--- config.mk ---
export PLATFORM = sky130hd
export DESIGN_NAME = ufs_top
export DESIGN_NICKNAME = d
export VERILOG_FILES = /design/src/ufs_pkg.sv /design/src/ufs_pulse.sv /design/src/ufs_capture.sv /design/src/ufs_top.sv
export VERILOG_INCLUDE_DIRS = /design/src /design/src/src
export SDC_FILE = /design/constraint.sdc
export NUM_CORES = 1
export LEC_CHECK = 0
export BUFFER_PORTS_ARGS = -buffer_cell sky130_fd_sc_hd__buf_4
export CORE_ASPECT_RATIO = 1.25
export CORE_MARGIN = 10
export CORE_UTILIZATION = 44
export DETAILED_ROUTE_END_ITERATION = 10
export PLACE_DENSITY = 0.8
export SYNTH_ARGS = -nofsm -noshare
export SYNTH_HDL_FRONTEND = slang
export SYNTH_SLANG_ARGS = --single-unit
--- constraint.sdc ---
create_clock -name clk_i -period 2.1 [get_ports clk_i]
set_input_delay 0.42 -clock clk_i [delete_from_list [all_inputs] [get_ports clk_i]]
set_output_delay 0.42 -clock clk_i [all_outputs]
set_load 0.01 [all_outputs]
--- src/ufs_params.svh ---
`ifndef UFS_PARAMS_SVH
`define UFS_PARAMS_SVH
// Register offsets (byte addresses; printed offset 0xD2 kept as index).
`define UFS_LOW_IDX        8'hD2
`define UFS_LOW_ADDR       10'h348
`define UFS_HIGH_ADDR      10'h34C
`define UFS_IRQ_STAT_ADDR  10'h350
`define UFS_IRQ_MASK_ADDR  10'h354
// High register field positions.
`define UFS_HI_VALID_BIT   7
`define UFS_HI_ANY_FRAME_START_FLAG_BIT    6
`define UFS_HI_IE_BIT      5
`define UFS_HI_LOCK_BIT    4
`define UFS_HI_DIS_BIT     3
// Reset values.
`define UFS_LOW_RST        8'h00
`define UFS_HIGH_RST       8'h00
// Interrupt status bits: 0 any frame start, 1 real token, 2 artificial start.
`define UFS_IRQ_W          3
`define UFS_IRQ_RST        3'h0
// Pulse timing: eight core clock periods at 10 ns.
`define UFS_CLK_NS         10
`define UFS_PULSE_NS       80
`define UFS_PULSE_CYC      ((`UFS_PULSE_NS + `UFS_CLK_NS - 1) / `UFS_CLK_NS)
`define UFS_CNT_W          4
`endif

--- src/ufs_pkg.sv ---
package ufs_pkg;
    // Wishbone request as seen by the slave.
    typedef struct packed {
        logic        cyc;
        logic        stb;
        logic        we;
        logic [3:0]  sel;
        logic [9:0]  adr;
        logic [31:0] dat;
    } ufs_wb_req_t;
    // Frame start token from the receive logic.
    typedef struct packed {
        logic        tok;
        logic        art;
        logic [10:0] num;
    } ufs_frame_t;
    // Pulse generator states, Gray along idle-low-idle.
    typedef enum logic [0:0] {
        UFS_IDLE = 1'b0,
        UFS_LOW  = 1'b1
    } ufs_pulse_st_t;
endpackage : ufs_pkg

--- src/ufs_pulse.sv ---
`timescale 1ns/10ps
`include "ufs_params.svh"
module ufs_pulse (
    // Clock and reset.
    input  wire logic clk_i,
    input  wire logic rst_i,
    input  wire logic ce_i,
    // Control.
    input  wire logic trig_i,
    input  wire logic dis_i,
    // Pin.
    output logic      pin_n_o
);
    import ufs_pkg::*;

    ufs_pulse_st_t           st_ff, nxt_st;
    logic [`UFS_CNT_W-1:0]   cnt_ff, nxt_cnt;
    logic                    pin_n_ff, nxt_pin_n;

    // A trigger during an active pulse restarts it so no frame start is dropped.
    always_comb begin
        nxt_st    = st_ff;
        nxt_cnt   = cnt_ff;
        nxt_pin_n = 1'b1;
        if (dis_i) begin
            nxt_st  = UFS_IDLE;
            nxt_cnt = '0;
        end else if (trig_i) begin
            nxt_st    = UFS_LOW;
            nxt_cnt   = `UFS_CNT_W'(`UFS_PULSE_CYC - 1);
            nxt_pin_n = 1'b0;
        end else begin
            unique case (st_ff)
                UFS_IDLE: begin
                    nxt_pin_n = 1'b1;
                end
                UFS_LOW: begin
                    if (cnt_ff == '0) begin
                        nxt_st    = UFS_IDLE;
                        nxt_pin_n = 1'b1;
                    end else begin
                        nxt_cnt   = cnt_ff - `UFS_CNT_W'(1);
                        nxt_pin_n = 1'b0;
                    end
                end
            endcase
        end
    end

    // Registered pin keeps the output glitch free.
    always_ff @(posedge clk_i) begin
        if (rst_i) begin
            st_ff    <= UFS_IDLE;
            cnt_ff   <= '0;
            pin_n_ff <= 1'b1;
        end else if (ce_i) begin
            st_ff    <= nxt_st;
            cnt_ff   <= nxt_cnt;
            pin_n_ff <= nxt_pin_n;
        end
    end

    assign pin_n_o = pin_n_ff | dis_i;

    // Disabling mid-pulse cuts the pulse on purpose, so the width check stands down then.
    property p_width;
        @(posedge clk_i) disable iff (rst_i || dis_i)
        ($fell(pin_n_o) && ce_i) |-> (!pin_n_o) [*8];
    endproperty
    a_width: assert property (p_width)
        else $error("frame pulse shorter than eight cycles");

    // The pin stays high for as long as the disable bit is set.
    property p_dis_high;
        @(posedge clk_i) disable iff (rst_i)
        dis_i |-> pin_n_o;
    endproperty
    a_dis_high: assert property (p_dis_high)
        else $error("pin low while pulse disabled");
endmodule : ufs_pulse

--- src/ufs_capture.sv ---
`timescale 1ns/10ps
`include "ufs_params.svh"
module ufs_capture (
    // Clock and reset.
    input  wire logic              clk_i,
    input  wire logic              rst_i,
    input  wire logic              ce_i,
    // Frame events.
    input  wire ufs_pkg::ufs_frame_t frame_i,
    // Captured number.
    output logic [10:0]            num_o,
    output logic                   valid_o
);
    import ufs_pkg::*;

    logic [10:0] num_ff, nxt_num;
    logic        valid_ff, nxt_valid;

    // Both bytes load in one cycle from the same token; a real token wins over an artificial one.
    always_comb begin
        nxt_num   = num_ff;
        nxt_valid = valid_ff;
        if (frame_i.tok) begin
            nxt_num   = frame_i.num;
            nxt_valid = 1'b1;
        end else if (frame_i.art) begin
            nxt_valid = 1'b0;
        end
    end

    // Number and valid flag register.
    always_ff @(posedge clk_i) begin
        if (rst_i) begin
            num_ff   <= 11'h000;
            valid_ff <= 1'b0;
        end else if (ce_i) begin
            num_ff   <= nxt_num;
            valid_ff <= nxt_valid;
        end
    end

    assign num_o   = num_ff;
    assign valid_o = valid_ff;

    // A token loads all eleven bits and the valid flag in one edge.
    property p_cap;
        @(posedge clk_i) disable iff (rst_i)
        (ce_i && frame_i.tok) |=> (num_o == $past(frame_i.num) && valid_o);
    endproperty
    a_cap: assert property (p_cap)
        else $error("frame number not captured whole");

    // An artificial start alone drops the valid flag.
    property p_art;
        @(posedge clk_i) disable iff (rst_i)
        (ce_i && frame_i.art && !frame_i.tok) |=> !valid_o;
    endproperty
    a_art: assert property (p_art)
        else $error("valid not cleared by artificial start");
endmodule : ufs_capture

--- src/ufs_top.sv ---
// What this block does
// - Disabled pulse: no low pulse on frame start.
// - Disabled pulse holds the pin high.
// - Each frame start drives pin low eight cycles.
// - High register bits 2:0 hold frame bits 10:8.
// - Low register holds bits 7:0, resets zero.
// - Token sets valid, artificial start clears it.
// - Frame starts set flag; firmware set pulses too.
// - Flag with enable and channel raises interrupt.
//
// The implementer's own choice: the Wishbone interface to the registers.
`timescale 1ns/10ps
`include "ufs_params.svh"
module ufs_top (
    // Clock, reset and enable.
    input  wire logic                  clk_i,
    input  wire logic                  rst_i,
    input  wire logic                  ce_i,
    // Wishbone slave.
    input  wire ufs_pkg::ufs_wb_req_t  wb_i,
    output logic [31:0]                wb_dat_o,
    output logic                       wb_ack_o,
    // Frame events from the receive logic and the frame timer.
    input  wire ufs_pkg::ufs_frame_t   frame_i,
    input  wire logic                  timer_locked_i,
    input  wire logic                  irq_chan_en_i,
    // Outputs.
    output logic                       frame_pin_n_o,
    output logic                       frame_irq_o,
    output logic                       irq_o
);
    import ufs_pkg::*;

    logic [10:0]              num;
    logic                     valid;
    logic                     any_frame_start_flag_ff, nxt_any_frame_start_flag;
    logic                     ie_ff, nxt_ie;
    logic                     dis_ff, nxt_dis;
    logic [`UFS_IRQ_W-1:0]    stat_ff, nxt_stat;
    logic [`UFS_IRQ_W-1:0]    mask_ff, nxt_mask;
    logic                     ack_ff, nxt_ack;
    logic [31:0]              rdat_ff, nxt_rdat;
    logic                     req;
    logic                     wr;
    logic                     wr_hi;
    logic                     fw_set;
    logic                     hw_set;
    logic                     trig;
    logic [7:0]               hi_byte;
    logic [`UFS_IRQ_W-1:0]    ev;

    // Frame number capture.
    ufs_capture u_cap (
        .clk_i   (clk_i),
        .rst_i   (rst_i),
        .ce_i    (ce_i),
        .frame_i (frame_i),
        .num_o   (num),
        .valid_o (valid)
    );

    // Active-low frame start pin.
    ufs_pulse u_pulse (
        .clk_i   (clk_i),
        .rst_i   (rst_i),
        .ce_i    (ce_i),
        .trig_i  (trig),
        .dis_i   (dis_ff),
        .pin_n_o (frame_pin_n_o)
    );

    // Bus decode; ack each request once, one cycle after it is seen.
    assign req   = wb_i.cyc & wb_i.stb & ~ack_ff;
    assign wr    = req & wb_i.we & wb_i.sel[0];
    assign wr_hi = wr & (wb_i.adr == `UFS_HIGH_ADDR);

    // Firmware writing a one to the flag while it is clear acts like a hardware frame start.
    assign hw_set = frame_i.tok | frame_i.art;
    assign fw_set = wr_hi & wb_i.dat[`UFS_HI_ANY_FRAME_START_FLAG_BIT] & ~any_frame_start_flag_ff;
    assign trig   = ce_i & ((hw_set & ~any_frame_start_flag_ff) | fw_set | (hw_set & any_frame_start_flag_ff));

    // High register image, valid and lock status come live from hardware.
    always_comb begin
        hi_byte = 8'h00;
        hi_byte[`UFS_HI_VALID_BIT] = valid;
        hi_byte[`UFS_HI_ANY_FRAME_START_FLAG_BIT]  = any_frame_start_flag_ff;
        hi_byte[`UFS_HI_IE_BIT]    = ie_ff;
        hi_byte[`UFS_HI_LOCK_BIT]  = timer_locked_i;
        hi_byte[`UFS_HI_DIS_BIT]   = dis_ff;
        hi_byte[2:0]               = num[10:8];
    end

    // Status events: any start, real token, artificial start.
    assign ev = {frame_i.art, frame_i.tok, hw_set | fw_set};

    // Control bits, flags and read data.
    always_comb begin
        nxt_any_frame_start_flag = any_frame_start_flag_ff;
        nxt_ie   = ie_ff;
        nxt_dis  = dis_ff;
        nxt_mask = mask_ff;
        nxt_stat = stat_ff;
        nxt_ack  = 1'b0;
        nxt_rdat = 32'h0000_0000;
        if (wr_hi) begin
            nxt_any_frame_start_flag = wb_i.dat[`UFS_HI_ANY_FRAME_START_FLAG_BIT];
            nxt_ie   = wb_i.dat[`UFS_HI_IE_BIT];
            nxt_dis  = wb_i.dat[`UFS_HI_DIS_BIT];
        end
        if (wr && wb_i.adr == `UFS_IRQ_MASK_ADDR) begin
            nxt_mask = wb_i.dat[`UFS_IRQ_W-1:0];
        end
        if (wr && wb_i.adr == `UFS_IRQ_STAT_ADDR) begin
            nxt_stat = stat_ff & ~wb_i.dat[`UFS_IRQ_W-1:0];
        end
        // Set wins over a clear in the same cycle.
        if (hw_set) begin
            nxt_any_frame_start_flag = 1'b1;
        end
        nxt_stat = nxt_stat | ev;
        if (req) begin
            nxt_ack = 1'b1;
            unique case (wb_i.adr)
                `UFS_LOW_ADDR:      nxt_rdat = {24'h000000, num[7:0]};
                `UFS_HIGH_ADDR:     nxt_rdat = {24'h000000, hi_byte};
                `UFS_IRQ_STAT_ADDR: nxt_rdat = {29'h0000_0000, stat_ff};
                `UFS_IRQ_MASK_ADDR: nxt_rdat = {29'h0000_0000, mask_ff};
                default:            nxt_rdat = 32'h0000_0000;
            endcase
        end
    end

    // Register bank; the clock enable freezes the bus answer too.
    always_ff @(posedge clk_i) begin
        if (rst_i) begin
            any_frame_start_flag_ff <= 1'b0;
            ie_ff   <= 1'b0;
            dis_ff  <= 1'b0;
            stat_ff <= `UFS_IRQ_RST;
            mask_ff <= `UFS_IRQ_RST;
            ack_ff  <= 1'b0;
            rdat_ff <= 32'h0000_0000;
        end else if (ce_i) begin
            any_frame_start_flag_ff <= nxt_any_frame_start_flag;
            ie_ff   <= nxt_ie;
            dis_ff  <= nxt_dis;
            stat_ff <= nxt_stat;
            mask_ff <= nxt_mask;
            ack_ff  <= nxt_ack;
            rdat_ff <= nxt_rdat;
        end
    end

    assign wb_ack_o    = ack_ff;
    assign wb_dat_o    = rdat_ff;
    // The enable bit is only read here, never written by hardware.
    assign frame_irq_o = any_frame_start_flag_ff & ie_ff & irq_chan_en_i;
    assign irq_o       = |(stat_ff & mask_ff);

    // Frame interrupt follows flag, enable bit and channel enable.
    property p_irq;
        @(posedge clk_i) disable iff (rst_i)
        frame_irq_o == (any_frame_start_flag_ff && ie_ff && irq_chan_en_i);
    endproperty
    a_irq: assert property (p_irq)
        else $error("frame interrupt mismatch");

    // Only a firmware write may move the enable bit.
    property p_ie_hold;
        @(posedge clk_i) disable iff (rst_i)
        !wr_hi |=> $stable(ie_ff);
    endproperty
    a_ie_hold: assert property (p_ie_hold)
        else $error("enable bit changed without a write");

    // Every frame start leaves the flag set.
    property p_set;
        @(posedge clk_i) disable iff (rst_i)
        (ce_i && hw_set) |=> any_frame_start_flag_ff;
    endproperty
    a_set: assert property (p_set)
        else $error("flag not set by frame start");

    // An enabled frame start pulls the pin low on the next edge.
    property p_pulse;
        @(posedge clk_i) disable iff (rst_i)
        (trig && !dis_ff && !nxt_dis) |=> !frame_pin_n_o;
    endproperty
    a_pulse: assert property (p_pulse)
        else $error("no pulse after frame start");

    // A pulse suppressed while disabled must not show up once the bit clears.
    property p_nopulse;
        @(posedge clk_i) disable iff (rst_i)
        $fell(dis_ff) |-> frame_pin_n_o;
    endproperty
    a_nopulse: assert property (p_nopulse)
        else $error("pulse while disabled");

    // Read data carries the number as it stood when the request was taken.
    property p_low;
        @(posedge clk_i) disable iff (rst_i)
        (ce_i && req && wb_i.adr == `UFS_LOW_ADDR) |=> (wb_dat_o[7:0] == $past(num[7:0]));
    endproperty
    a_low: assert property (p_low)
        else $error("low register read wrong");

    // Upper number bits sit in bits 2:0 of the high register.
    property p_high;
        @(posedge clk_i) disable iff (rst_i)
        (ce_i && req && wb_i.adr == `UFS_HIGH_ADDR) |=> (wb_dat_o[2:0] == $past(num[10:8]));
    endproperty
    a_high: assert property (p_high)
        else $error("high register bits wrong");
endmodule : ufs_top

# Word-level counts from Yosys, hierarchy flattened
# Cells that the tools add are included.
# W data, S select, Z words.
[totals]
in_bits = 67
mem_bits_rw = 0
ff_bits = 60
romBits = 0
n_memories = 0
latch_bits = 0
word_cells = 75
output_inout_bits = 36
[op_classes]
div = 0
n_mul = 0
eq_ne = 5
n_mux = 20
n_lt_le_gt_ge = 0
n_bitwise = 24
add_sub_neg = 1
n_reduce_logical = 13
shift = 0
[op_table]
columns = ["operator", "count"]
rows = [
  ["$eq A10 B10 Y1 const B", 4],
  ["$pmux W8 S4", 1],
  ["$mux W4", 4],
  ["$and A1 B1 Y1", 12],
  ["$mux W1", 12],
  ["$reduce_and A2 Y1", 5],
  ["$mux W8", 1],
  ["$and A3 B3 Y3", 2],
  ["$or A1 B1 Y1", 5],
  ["$logic_not A4 Y1", 1],
  ["$reduce_bool A2 Y1", 2],
  ["$sub A4 B1 Y4 const B", 1],
  ["$mux W3", 1],
  ["$ne A3 B3 Y1 const B", 1],
  ["$not A1 Y1", 3],
  ["$not A3 Y3", 1],
  ["$or A3 B3 Y3", 1],
  ["$reduce_and A3 Y1", 1],
  ["$reduce_bool A3 Y1", 1],
  ["$reduce_or A3 Y1", 1],
  ["$logic_and A1 B1 Y1", 2],
  ["$pmux W1 S2", 1],
]

# Longest topological paths before layout
# Gate-level depths: netlist of the first run.
[depth]
depth_word = 12
depth_mapped = 7
ltp_nobuf = 7

# By module
# From an unflattened synthesis of the first run, not the netlist that was laid out.
[hier_totals]
hier_cells = 223
hier_area_um2 = 2020.7
[modules_own_cells]
columns = ["module", "cells_each", "area_per_inst_um2", "instances", "seq_area_each_um2"]
rows = [
  ["ufs_top", 135, 1136.1, 1, 360.3],
  ["ufs_capture", 54, 555.5, 1, 240.2],
  ["ufs_pulse", 34, 329.1, 1, 120.1],
]

# Worst setup path after synthesis of the first run
# Ideal clock, no wire load.
[synth_path]
path_type = "input -> register"
from = "in wb_i[37] in the netlist's numbering"
to = "reg dis_ff"
n_path_buf = 0
setup_ns = 0.128
stages = 5
arrival_ns = 1.816
t_required_ns = 1.972
slack_ns = 0.156
cell_sequence = "or4b_1 or3_1 nor3_2 mux2i_1 nor2_1"
[synth_via]
elab_chain_cells = 3
[synth_rtl]
columns = ["item", "line", "text"]
rows = [
  ["from (decl)", "ufs_top.sv:20", "input wire ufs_pkg::ufs_wb_req_t wb_i,"],
  ["$eq A10 B10 Y1", "n/a", ""],
  ["$and A1 B1 Y1", "ufs_top.sv:75", "assign wr_hi = wr & (wb_i.adr == `UFS_HIGH_ADDR);"],
  ["$reduce_and A2 Y1 (no source line)", "n/a", ""],
  ["to (signal assigned)", "ufs_top.sv:146", "dis_ff <= nxt_dis;"],
  ["to (decl)", "ufs_top.sv:38", "logic dis_ff, nxt_dis;"],
]
# No other way between the ends.
# A chain may end at the register's enable or synchronous reset.

# Worst setup path after layout of the first run
# Ends and elaborated chain as after synthesis.

==> results.md, run 1 <==
* GRT Resource Usage Total at 12.8%
* Clk pin slew, worst setup/hold paths at 0.08 ns
* Reg2reg setup slack at 0.35 ns
* CP Buf/Inv Count at 1
* Crit path arrival time at 2.07 ns
* Detailed-route DRC error count at 0
* Adder-cell area share of the yosys netlist at 0.678%
* Pwr/cell area at 620 nW/µm²
* Clock Path Buffers at 2
* DRT Pass-1 Iters at 4
* Drt total wl at 4710 µm
* Synth area leaders: dfxtp_1 39%, buf_4 9.8%, mux2i_1 6.0%
* Post-cts sizing count at 0
* Global-route wire length before repair at 7530 µm
* CP Class: input port to flip-flop
* Mapped Cells at approximately 220
* Largest net degree at the start of global routing at 33
* Syn_area_per_cell at 8.42 µm²
* Die Ht at a little over 90 µm
* Crit. End Element: flip-flop
* Worst Tran Pin Value at ~0.51 ns
* Worst hold slack at 0.327 ns
* Critical path startpoint: wb_i[37]
* M1 GR Usage at between 10% and 20%
* Ant. Diodes at 0
* Vias in the first global route at 1608
* Post-synth ARST share at 0%
* Final setup violation count at 0
* Synth Flop Type: dfxtp_1
* Critical path required time at between 2 and 2.5 ns
* FP Rows at 26
* Drt initial violations at 116
* Routed len/inst at 14.3 µm
* Antenna violations before repair at 0
* Cell variety after synth at 45
* CTS Buf Count at 5
* Tcrit/Tclk final at 90.1%
* Max-cap check violation count at 0
* Fin. Hold Viols at 0
* R2R Path End: dis_ff
* RSZ-0062 raised after global routing: no
* Die W at a little under 80 µm
* CP Launch Type: input port
* R2R cell count at 5
* Dpl ws at -0.0862 ns
* P_leak at 1.03 nW
* Hold path startpoint: wb_i[1]
* Hold Crit Endpoint: stat_ff[1]
* Largest family of logic cells by synthesized area: simple AND/OR/NAND/NOR gates
* Worst path max stage delay at 0.51 ns
* Later-pin clock latency in the skew report at just under 0.3 ns
* Final WS setup at 0.208 ns
* Worst-path fanout max at 3
* Hold Path Depth at 2
* Post-CTS Setup Bufs at 0
* Worst min path class: input port to flip-flop
* Worst reg2reg startpoint: wb_ack_o
* Met3 Use GR at 5.03%
* Post-synthesis cell area at approximately 1800 µm²
* Met2 GRT Util at 20.4%
* CTS tree: yes
* Gr busiest metal: met2
* Synth area leader: dfxtp_1
* Post-Route Skew at 0.00577 ns
* Core area at between 4000 and 5000 µm²
* Synth top area share at 39.1%
* Worst-path cell chain: buf_4 -> or4b_1 -> or3_1 -> nor3_2 -> mux2i_1 -> nor2_1
* XOR/XNOR share of the synthesized area at 0%
* Post-CTS Hold Fix Bufs at 0
* Initial Utilization at 45.4%
* Clock sink total at 36
* Post-DRT Antenna Nets at 0
* HPWL after DPL at 3680 µm
* Clock Tree Root: clkbuf_8
* PortBufs at between 40 and 50
* Slowest stage cell, crit path: or4b_1
* Post-synthesis sequential area ratio at 39.1%
* Status: finished, final reports clean
* H-tree levels at 2
* Final worst path period need at 1.89 ns
* Die Footprint at 7200 µm²
* Num ports at 103
* Area delta synth->final at 24.9%
* Vias per inst at about 5
* VDD IR max at 0.498 mV
* RD Place Congestion at 0.843
* CP top delay family: simple AND/OR/NAND/NOR gates
* Max_slew headroom at 65.4%
* Total power at between 1 and 1.5 mW
* Compound-Gate Fraction of Synth Area at 17.0%
* Final nets at 341
* Fmax at 529 MHz
* DR vias at 1634
* Layout cell share with drive strength beyond 1 at 27.7%
* Simple-Gate Fraction of Synth Area at 21.4%
* Syn. warnings at 0
* Fill count at ~380
* Pins over their slew limit at 0
* GR Overflow Total at 0
* Yosys reg bits at 36
* Proportion of synthesized area in mux cells at 9.02%
* Post-synth EDFFs at 0
worst max path at each step:
stage / end / slack, ns / depth (start not counted)
4_1_cts: dis_ff / 0.21 / 6
2_1_floorplan: dis_ff / 0.16 / 5
6_report: dis_ff / 0.21 / 6
3_3_place_gp: u_pulse.cnt_ff[3] / -0.08 / 6
5_1_grt: dis_ff / 0.15 / 6
3_5_place_dp: dis_ff / -0.09 / 6
report_power, final:
part / switching (mW) / internal (mW)
logic: 0.107 / 0.0955
registers: 0.0173 / 0.707
clock network: 0.266 / 0.235
cell usage after synthesis, types with 2 or more instances:
library cell,number
o21ai_0,2
inv_1,4
nand3b_1,2
buf_4,24
a21oi_1,21
nor2b_1,5
o2bb2ai_1,2
nand2b_1,4
a311oi_1,3
a21o_1,3
clkbuf_1,5
o22ai_1,4
nor2_1,23
or2_2,2
or4_1,2
a211oi_1,2
mux2i_1,11
nand4b_1,2
nand2_1,29
mux2_2,5
a22o_1,3
buf_2,2
nand3_1,2
dfxtp_1,36
worst register-to-register path, delay by kind of cell, from the launching register on:
family,cells,cell delay (ns)
mux,1,0.24
flops,1,0.32
simple gates,4,1.08
per-layer routing:
metal	vias up	wire length [µm]
li1	818	-
met3	10	331
met2	58	2230
met5	-	0
met1	748	2020
met4	0	131
through the flow:
| stage | instance area, µm² | std cells | util [%] | setup TNS (ns) |
|---|---|---|---|---|
| CTS | 2300 | 330 | 56.6 | 0 |
| floorplan | 1930 | 242 | - | 0 |
| detailed placement | 2210 | 322 | 54.4 | -0.455 |
| finish | 2300 | 330 | 56.6 | 0 |
| global placement | 2210 | 322 | 54.4 | -0.431 |
| global route | 2300 | 330 | 56.6 | 0 |
cell usage in the layout (no fill, tap or decap), drive strengths merged:
cell type,instances
buf,57
dfxtp,36
nand2,29
conb,24
nor2,23
a21oi,21
mux2i,11
mux2,5
nor2b,5
clkbuf,5
inv,4
nand2b,4
o22ai,4
a22o,3
a311oi,3
a21o,3
or4,3
o21ai,3
or2,2
nand4b,2
nand3,2
a211oi,2
nand3b,2
o2bb2ai,2
clkinvlp,2
or3,2
nor3,2
o31ai,2
and3,1
a222oi,1
or4b,1
a31oi,1
and2,1
nor4,1
o21a,1
a2bb2oi,1
o31a,1
ha,1
clkinv,1
final cells by class:
cell class / instances / area (µm²) / share of cell area (%)
clock buffer: 5 / 68.8 / 2.99
tap: 56 / 70.1 / 3.04
multi-input combinational: 169 / 977 / 42.4
timing repair buffer: 57 / 428 / 18.6
sequential: 36 / 721 / 31.3
inverter: 4 / 15.0 / 0.652
clock inverter: 3 / 23.8 / 1.03
cell families (layout without fill, tap and decap cells):
kind of cell | Yosys count | after routing
other | 1 | 24
adder cells (fa/ha/maj) | 1 | 1
AO/OA/AOI/OAI | 48 | 48
AND/OR/NAND/NOR | 80 | 80
buffers and inverters | 37 | 69
multiplexers | 16 | 16
flip-flops | 36 | 36
flip-flops by register name, summed over array words and instances (netlist names):
| signal | flops |
|---|---|
| wb_ack_o | 1 |
| u_pulse.cnt_ff | 4 |
| any_frame_start_flag_ff | 1 |
| u_cap.valid_o | 1 |
| u_cap.num_o | 11 |
| dis_ff | 1 |
| u_pulse.pin_n_ff | 1 |
| wb_dat_o | 8 |
| stat_ff | 3 |
| mask_ff | 3 |
| ie_ff | 1 |
| u_pulse.st_ff | 1 |
Note: power is estimated with default switching activity, not from simulation.
==> inputs of run 2 (changes only) <==
--- a/config.mk
+++ b/config.mk
@@ -12,6 +12,7 @@
 export CORE_UTILIZATION = 44
 export DETAILED_ROUTE_END_ITERATION = 10
 export PLACE_DENSITY = 0.8
+export RECOVER_POWER = 25
 export SYNTH_ARGS = -nofsm -noshare
 export SYNTH_HDL_FRONTEND = slang
 export SYNTH_SLANG_ARGS = --single-unit
==> run 2 against run 1 <==
Against the previous run: die area is the same; maximum frequency decreased by 0.84%; first-iteration DRC count up 6.0%; sequential power about the same; clock skew down 0.0013 ns; highest routed layer unchanged; clock power about the same; register-to-register slack about the same; final area down 1.6%; core utilization is 0.92 points lower.
==> results.md, run 2 (synthesis results as in run 1) <==
* Total power at roughly 1.4 mW
* Post-cts sizing count at 0
* Multi-input gate area at slightly below 1000 µm²
* Hold Path Depth at 2
* Tcrit/Tclk final at slightly above 90%
* DRT Pass-1 Iters at 4
* CP Class: input port to flip-flop
* R2R Path End: dis_ff
* CP Launch Type: input port
* Pwr/cell area at 630 nW/µm²
* Largest net degree at the start of global routing at 33
* Worst-path fanout max at 5
* Most frequent cells in the layout: 46 x buf_4, 36 x dfxtp_1, 29 x nand2_1
* Drt initial violations at 123
* Global-route wire length before repair at 7530 µm
* Hold path startpoint: wb_i[1]
* CTS tree: yes
* DR vias at 1638
* Vias per inst at 4.96
* Worst reg2reg startpoint: wb_ack_o
* Clock sink total at 36
* Total negative slack at 0 ns
* FP Rows at 26
* Hold Crit Endpoint: stat_ff[1]
* CTS Buf Count at 5
* Die Footprint at just over 7000 µm²
* Crit. End Element: flip-flop
* Dpl ws at -0.0862 ns
* Max reg flops at 11
* Worst Tran Pin Value at 0.696 ns
* Pins over their slew limit at 0
* Area delta synth->final at 22.9%
* Final setup violation count at 0
* Clock Path Buffers at 2
* Initial Utilization at 45.4%
* Fmax at ~520 MHz
* RD Place Congestion at 0.843
* Post-CTS Setup Bufs at 0
* Post-DRT Antenna Nets at 0
* Routed len/inst at 14.4 µm
* Vias in the first global route at 1608
* Register area at 721 µm²
* Later-pin clock latency in the skew report at 0.29 ns
* Detailed-route DRC error count at 0
* Die Ht at about 90 µm
* H-tree levels at 2
* Worst min path class: input port to flip-flop
* Final Non-Filler Cells at 330
* RSZ-0062 raised after global routing: no
* P_leak at between 0.9 and 1 nW
* Clk pin slew, worst setup/hold paths at 0.08 ns
* Max_slew headroom at 53.6%
* Core area at 4070 µm²
* Max-cap check violation count at 0
* VDD IR max at just under 0.5 mV
* Post-CTS Hold Fix Bufs at 0
* Final nets at 341
* Final worst path period need at 1.91 ns
* Layout cell share with drive strength beyond 1 at 24.1%
* DP Cell Count at roughly 320
* Commonest non-fill, non-tap cell in the layout: buf_4
* Post-Route Skew at 0.00450 ns
* Antenna violations before repair at 0
* HPWL after DPL at roughly 3700 µm
* Final WS setup at around 0.19 ns
* Reg2reg setup slack at 0.35 ns
* Worst hold slack at 0.331 ns
* Critical path required time at 2.29 ns
* GR Overflow Total at 0
* Crit path arrival time at 2.10 ns
* Fill count at 390
* Drt total wl at around 4700 µm
* R2R cell count at 5
* Status: finished, final reports clean
* GRT Resource Usage Total at 12.8%
* Fin. Hold Viols at 0
* Die W at 77.9 µm
* Num ports at 103
* Clock Tree Root: clkbuf_8
* Ant. Diodes at 0
* PortBufs at 49
-- run 2: cell count changes in the layout (fill, tap and decap cells not counted) --
cell      previous run  this run
buf_4               57        46
clkbuf_1             0        10
and2_0               0         1
and2_1               1         0
clkbuf_4             0         1
-- run 2: worst max path at each step --
stage / start / end / cells past startpoint
final: wb_i[39] / any_frame_start_flag_ff / 6
after global routing: ce_i / stat_ff[1] / 5
after CTS: wb_i[37] / dis_ff / 6
after detailed placement: wb_i[37] / dis_ff / 6
after global placement: wb_i[39] / u_pulse.cnt_ff[3] / 6
after floorplan: wb_i[37] / dis_ff / 5
-- run 2: metal layers --
layer	vias to the layer above	track usage, %	part of all wire (%)
met5	-	0	0
met4	0	5.99	2.6
met3	8	5.03	6.8
met2	59	20.4	47
met1	752	14.7	44
li1	819	-	-
-- run 2: stage by stage --
step           util (%)  instance area, µm²
6_report           55.7                2270
5_1_grt            55.7                2270
4_1_cts            56.6                2300
3_5_place_dp       54.4                2210
3_3_place_gp       54.4                2210
2_1_floorplan         -                1930
-- run 2: layout make-up --
| type | count | share of cell area (%) |
|---|---|---|
| tap | 56 | 3.09 |
| timing repair buffer | 57 | 17.2 |
| clock buffer | 5 | 3.04 |
| clock inverter | 3 | 1.05 |
| sequential | 36 | 31.8 |
| multi-input combinational | 169 | 43.1 |
| inverter | 4 | 0.663 |
-- run 2: power by group --
| group | internal, mW | switching, mW |
|---|---|---|
| Sequential | 0.707 | 0.0172 |
| Clock | 0.235 | 0.266 |
| Combinational | 0.0938 | 0.108 |
| Total | 1.04 | 0.391 |
-- run 2: worst max-delay path: stages --
cell      delay (ns)
buf_4           0.11
or4_4           0.53
or3_4           0.42
o31ai_2         0.22
a21oi_1         0.09
a311oi_1        0.30
==> inputs of run 3 (changes only) <==
==> constraint.sdc (replaced) <==
create_clock -name clk_i -period 2.1 [get_ports clk_i]
set_input_delay 0.105 -clock clk_i [delete_from_list [all_inputs] [get_ports clk_i]]
set_output_delay 0.105 -clock clk_i [all_outputs]
set_load 0.01 [all_outputs]
==> run 3 against run 2 <==
Against the previous run: global-route usage rose by 0.11 points; sequential power hardly changed; worst hold slack got worse by 0.31 ns; worst setup slack better by 0.14 ns.
==> results.md, run 3 (synthesis results as in run 1) <==
* Status: finished, final reports clean
* PortBufs at 49
* Global-route wire length before repair at roughly 7700 µm
* Total negative slack at 0 ns
* Clk pin slew, worst setup/hold paths at around 0.070 ns
* DR vias at between 1500 and 2000
* Vias per inst at 4.98
* Vias in the first global route at 1561
* Clock sink total at 36
* Antenna violations before repair at 0
* Reg2reg setup slack at 0.33 ns
* Crit path arrival time at 1.94 ns
* Largest net degree at the start of global routing at 33
* Pwr/cell area at around 640 nW/µm²
* HPWL after DPL at 3620 µm
* Worst min path class: input port to flip-flop
* Clock Tree Root: clkbuf_8
* Worst reg2reg startpoint: wb_ack_o
* Total power at 1.45 mW
* CTS tree: yes
* Drt total wl at 4750 µm
* Worst hold slack at 0.0225 ns
* Routed len/inst at 14.7 µm
* CTS Buf Count at 5
* CP Depth at 5
* Worst-path fanout max at 3
* Die W at 77.9 µm
* DRT Pass-1 Iters at 4
* Final WS setup at 0.333 ns
* R2R cell count at 5
* Worst setup path end: dis_ff
* GR Overflow Total at 0
* Final worst path period need at ~1.8 ns
* Final Instance Area at around 2300 µm²
* Pins over their slew limit at 0
* Post-CTS Hold Fix Bufs at 0
* Post-cts sizing count at 0
* DP Cell Count at 316
* Post-Route Skew at 0.00687 ns
* Clock Path Buffers at 2
* CP Class: flip-flop to flip-flop
* FP Rows at 26
* Crit. End Element: flip-flop
* Area delta synth->final at 22.0%
* Placed cell areas at 2170 µm²
* Dpl ws at 0.232 ns
* CP Buf/Inv Count at 0
* Post-CTS Setup Bufs at 0
* Max reg flops at 11
* Worst path max stage delay at 0.48 ns
* Final Util at a little under three fifths
* Die Ht at 92.4 µm
* GRT Resource Usage Total at 12.9%
* Final setup violation count at 0
* Ant. Diodes at 0
* Worst Tran Pin Value at 0.619 ns
* Fmax at 566 MHz
* Max_slew headroom at 58.7%
* Drt initial violations at 73
* Fin. Hold Viols at 0
* Most frequent cells in the layout: 48 x buf_4, 36 x dfxtp_1, 29 x nand2_1
* RSZ-0062 raised after global routing: no
* Detailed-route DRC error count at 0
* P_leak at 0.994 nW
* Critical path startpoint: wb_ack_o
* Layout cell share with drive strength beyond 1 at 24.7%
* Later-pin clock latency in the skew report at 0.29 ns
* VDD IR max at 0.436 mV
* Slowest stage cell, crit path: or3_1
* Final nets at 335
* Initial Utilization at 45.4%
* CP top delay family: simple AND/OR/NAND/NOR gates
* Commonest non-fill, non-tap cell in the layout: buf_4
* Worst-path cell chain: nand4b_1 -> or3_1 -> nor3_2 -> mux2i_1 -> nor2_1
* Post-DRT Antenna Nets at 0
* Die Footprint at 7200 µm²
* R2R Path End: dis_ff
* Core area at a little over 4000 µm²
* H-tree levels at 2
* Final Non-Filler Cells at 323
* CP Launch Type: flip-flop
* RD Place Congestion at 0.853
* Max-cap check violation count at 0
* Tcrit/Tclk final at around 84%
* Num ports at slightly above 100
* Critical path required time at between 2 and 2.5 ns
[run 3: cell count changes in the layout (fill, tap and decap cells not counted), sizes merged]
cell,change
clkbuf,-6
clkinv,-1
buf,+2
clkinvlp,-2
[run 3: worst register-to-register path: cells and delay by family (launching register included)]
family        cells  cell delay (ns)
simple gates      4             1.10
flops             1             0.32
mux               1             0.23
[run 3: power by group]
group / switching [mW] / internal [mW] / leakage [nW]
combinational: 0.108 / 0.0919 / 0.650
clock: 0.233 / 0.292 / 0.0503
sequential: 0.0168 / 0.708 / 0.294
total: 0.358 / 1.09 / 0.994
[run 3: layout make-up]
| class | count | area, µm² |
|---|---|---|
| fillers | 375 | 1820 |
| multi-input cells | 169 | 977 |
| flip-flops and latches | 36 | 721 |
| repair buffers | 51 | 372 |
| clock buffers | 7 | 96.3 |
| well taps | 56 | 70.1 |
| inverters | 4 | 15.0 |
[run 3: worst min path at each step]
stage,start,slack [ns],cells past startpoint,to
after CTS,wb_i[1],0.02,2,stat_ff[1]
after global routing,wb_i[1],0.02,2,stat_ff[1]
after global placement,wb_i[1],0.32,2,stat_ff[1]
after detailed placement,wb_i[1],0.32,2,stat_ff[1]
after floorplan,wb_i[1],0.21,1,stat_ff[1]
final,wb_i[1],0.02,2,stat_ff[1]
[run 3: layer usage]
metal / global-route usage (%) / wire (µm) / up-vias
met2: 20.5 / 2360 / 60
met5: 0 / 0 / -
li1: - / - / 812
met3: 5.51 / 358 / 6
met1: 15.2 / 1960 / 729
met4: 4.49 / 60 / 0
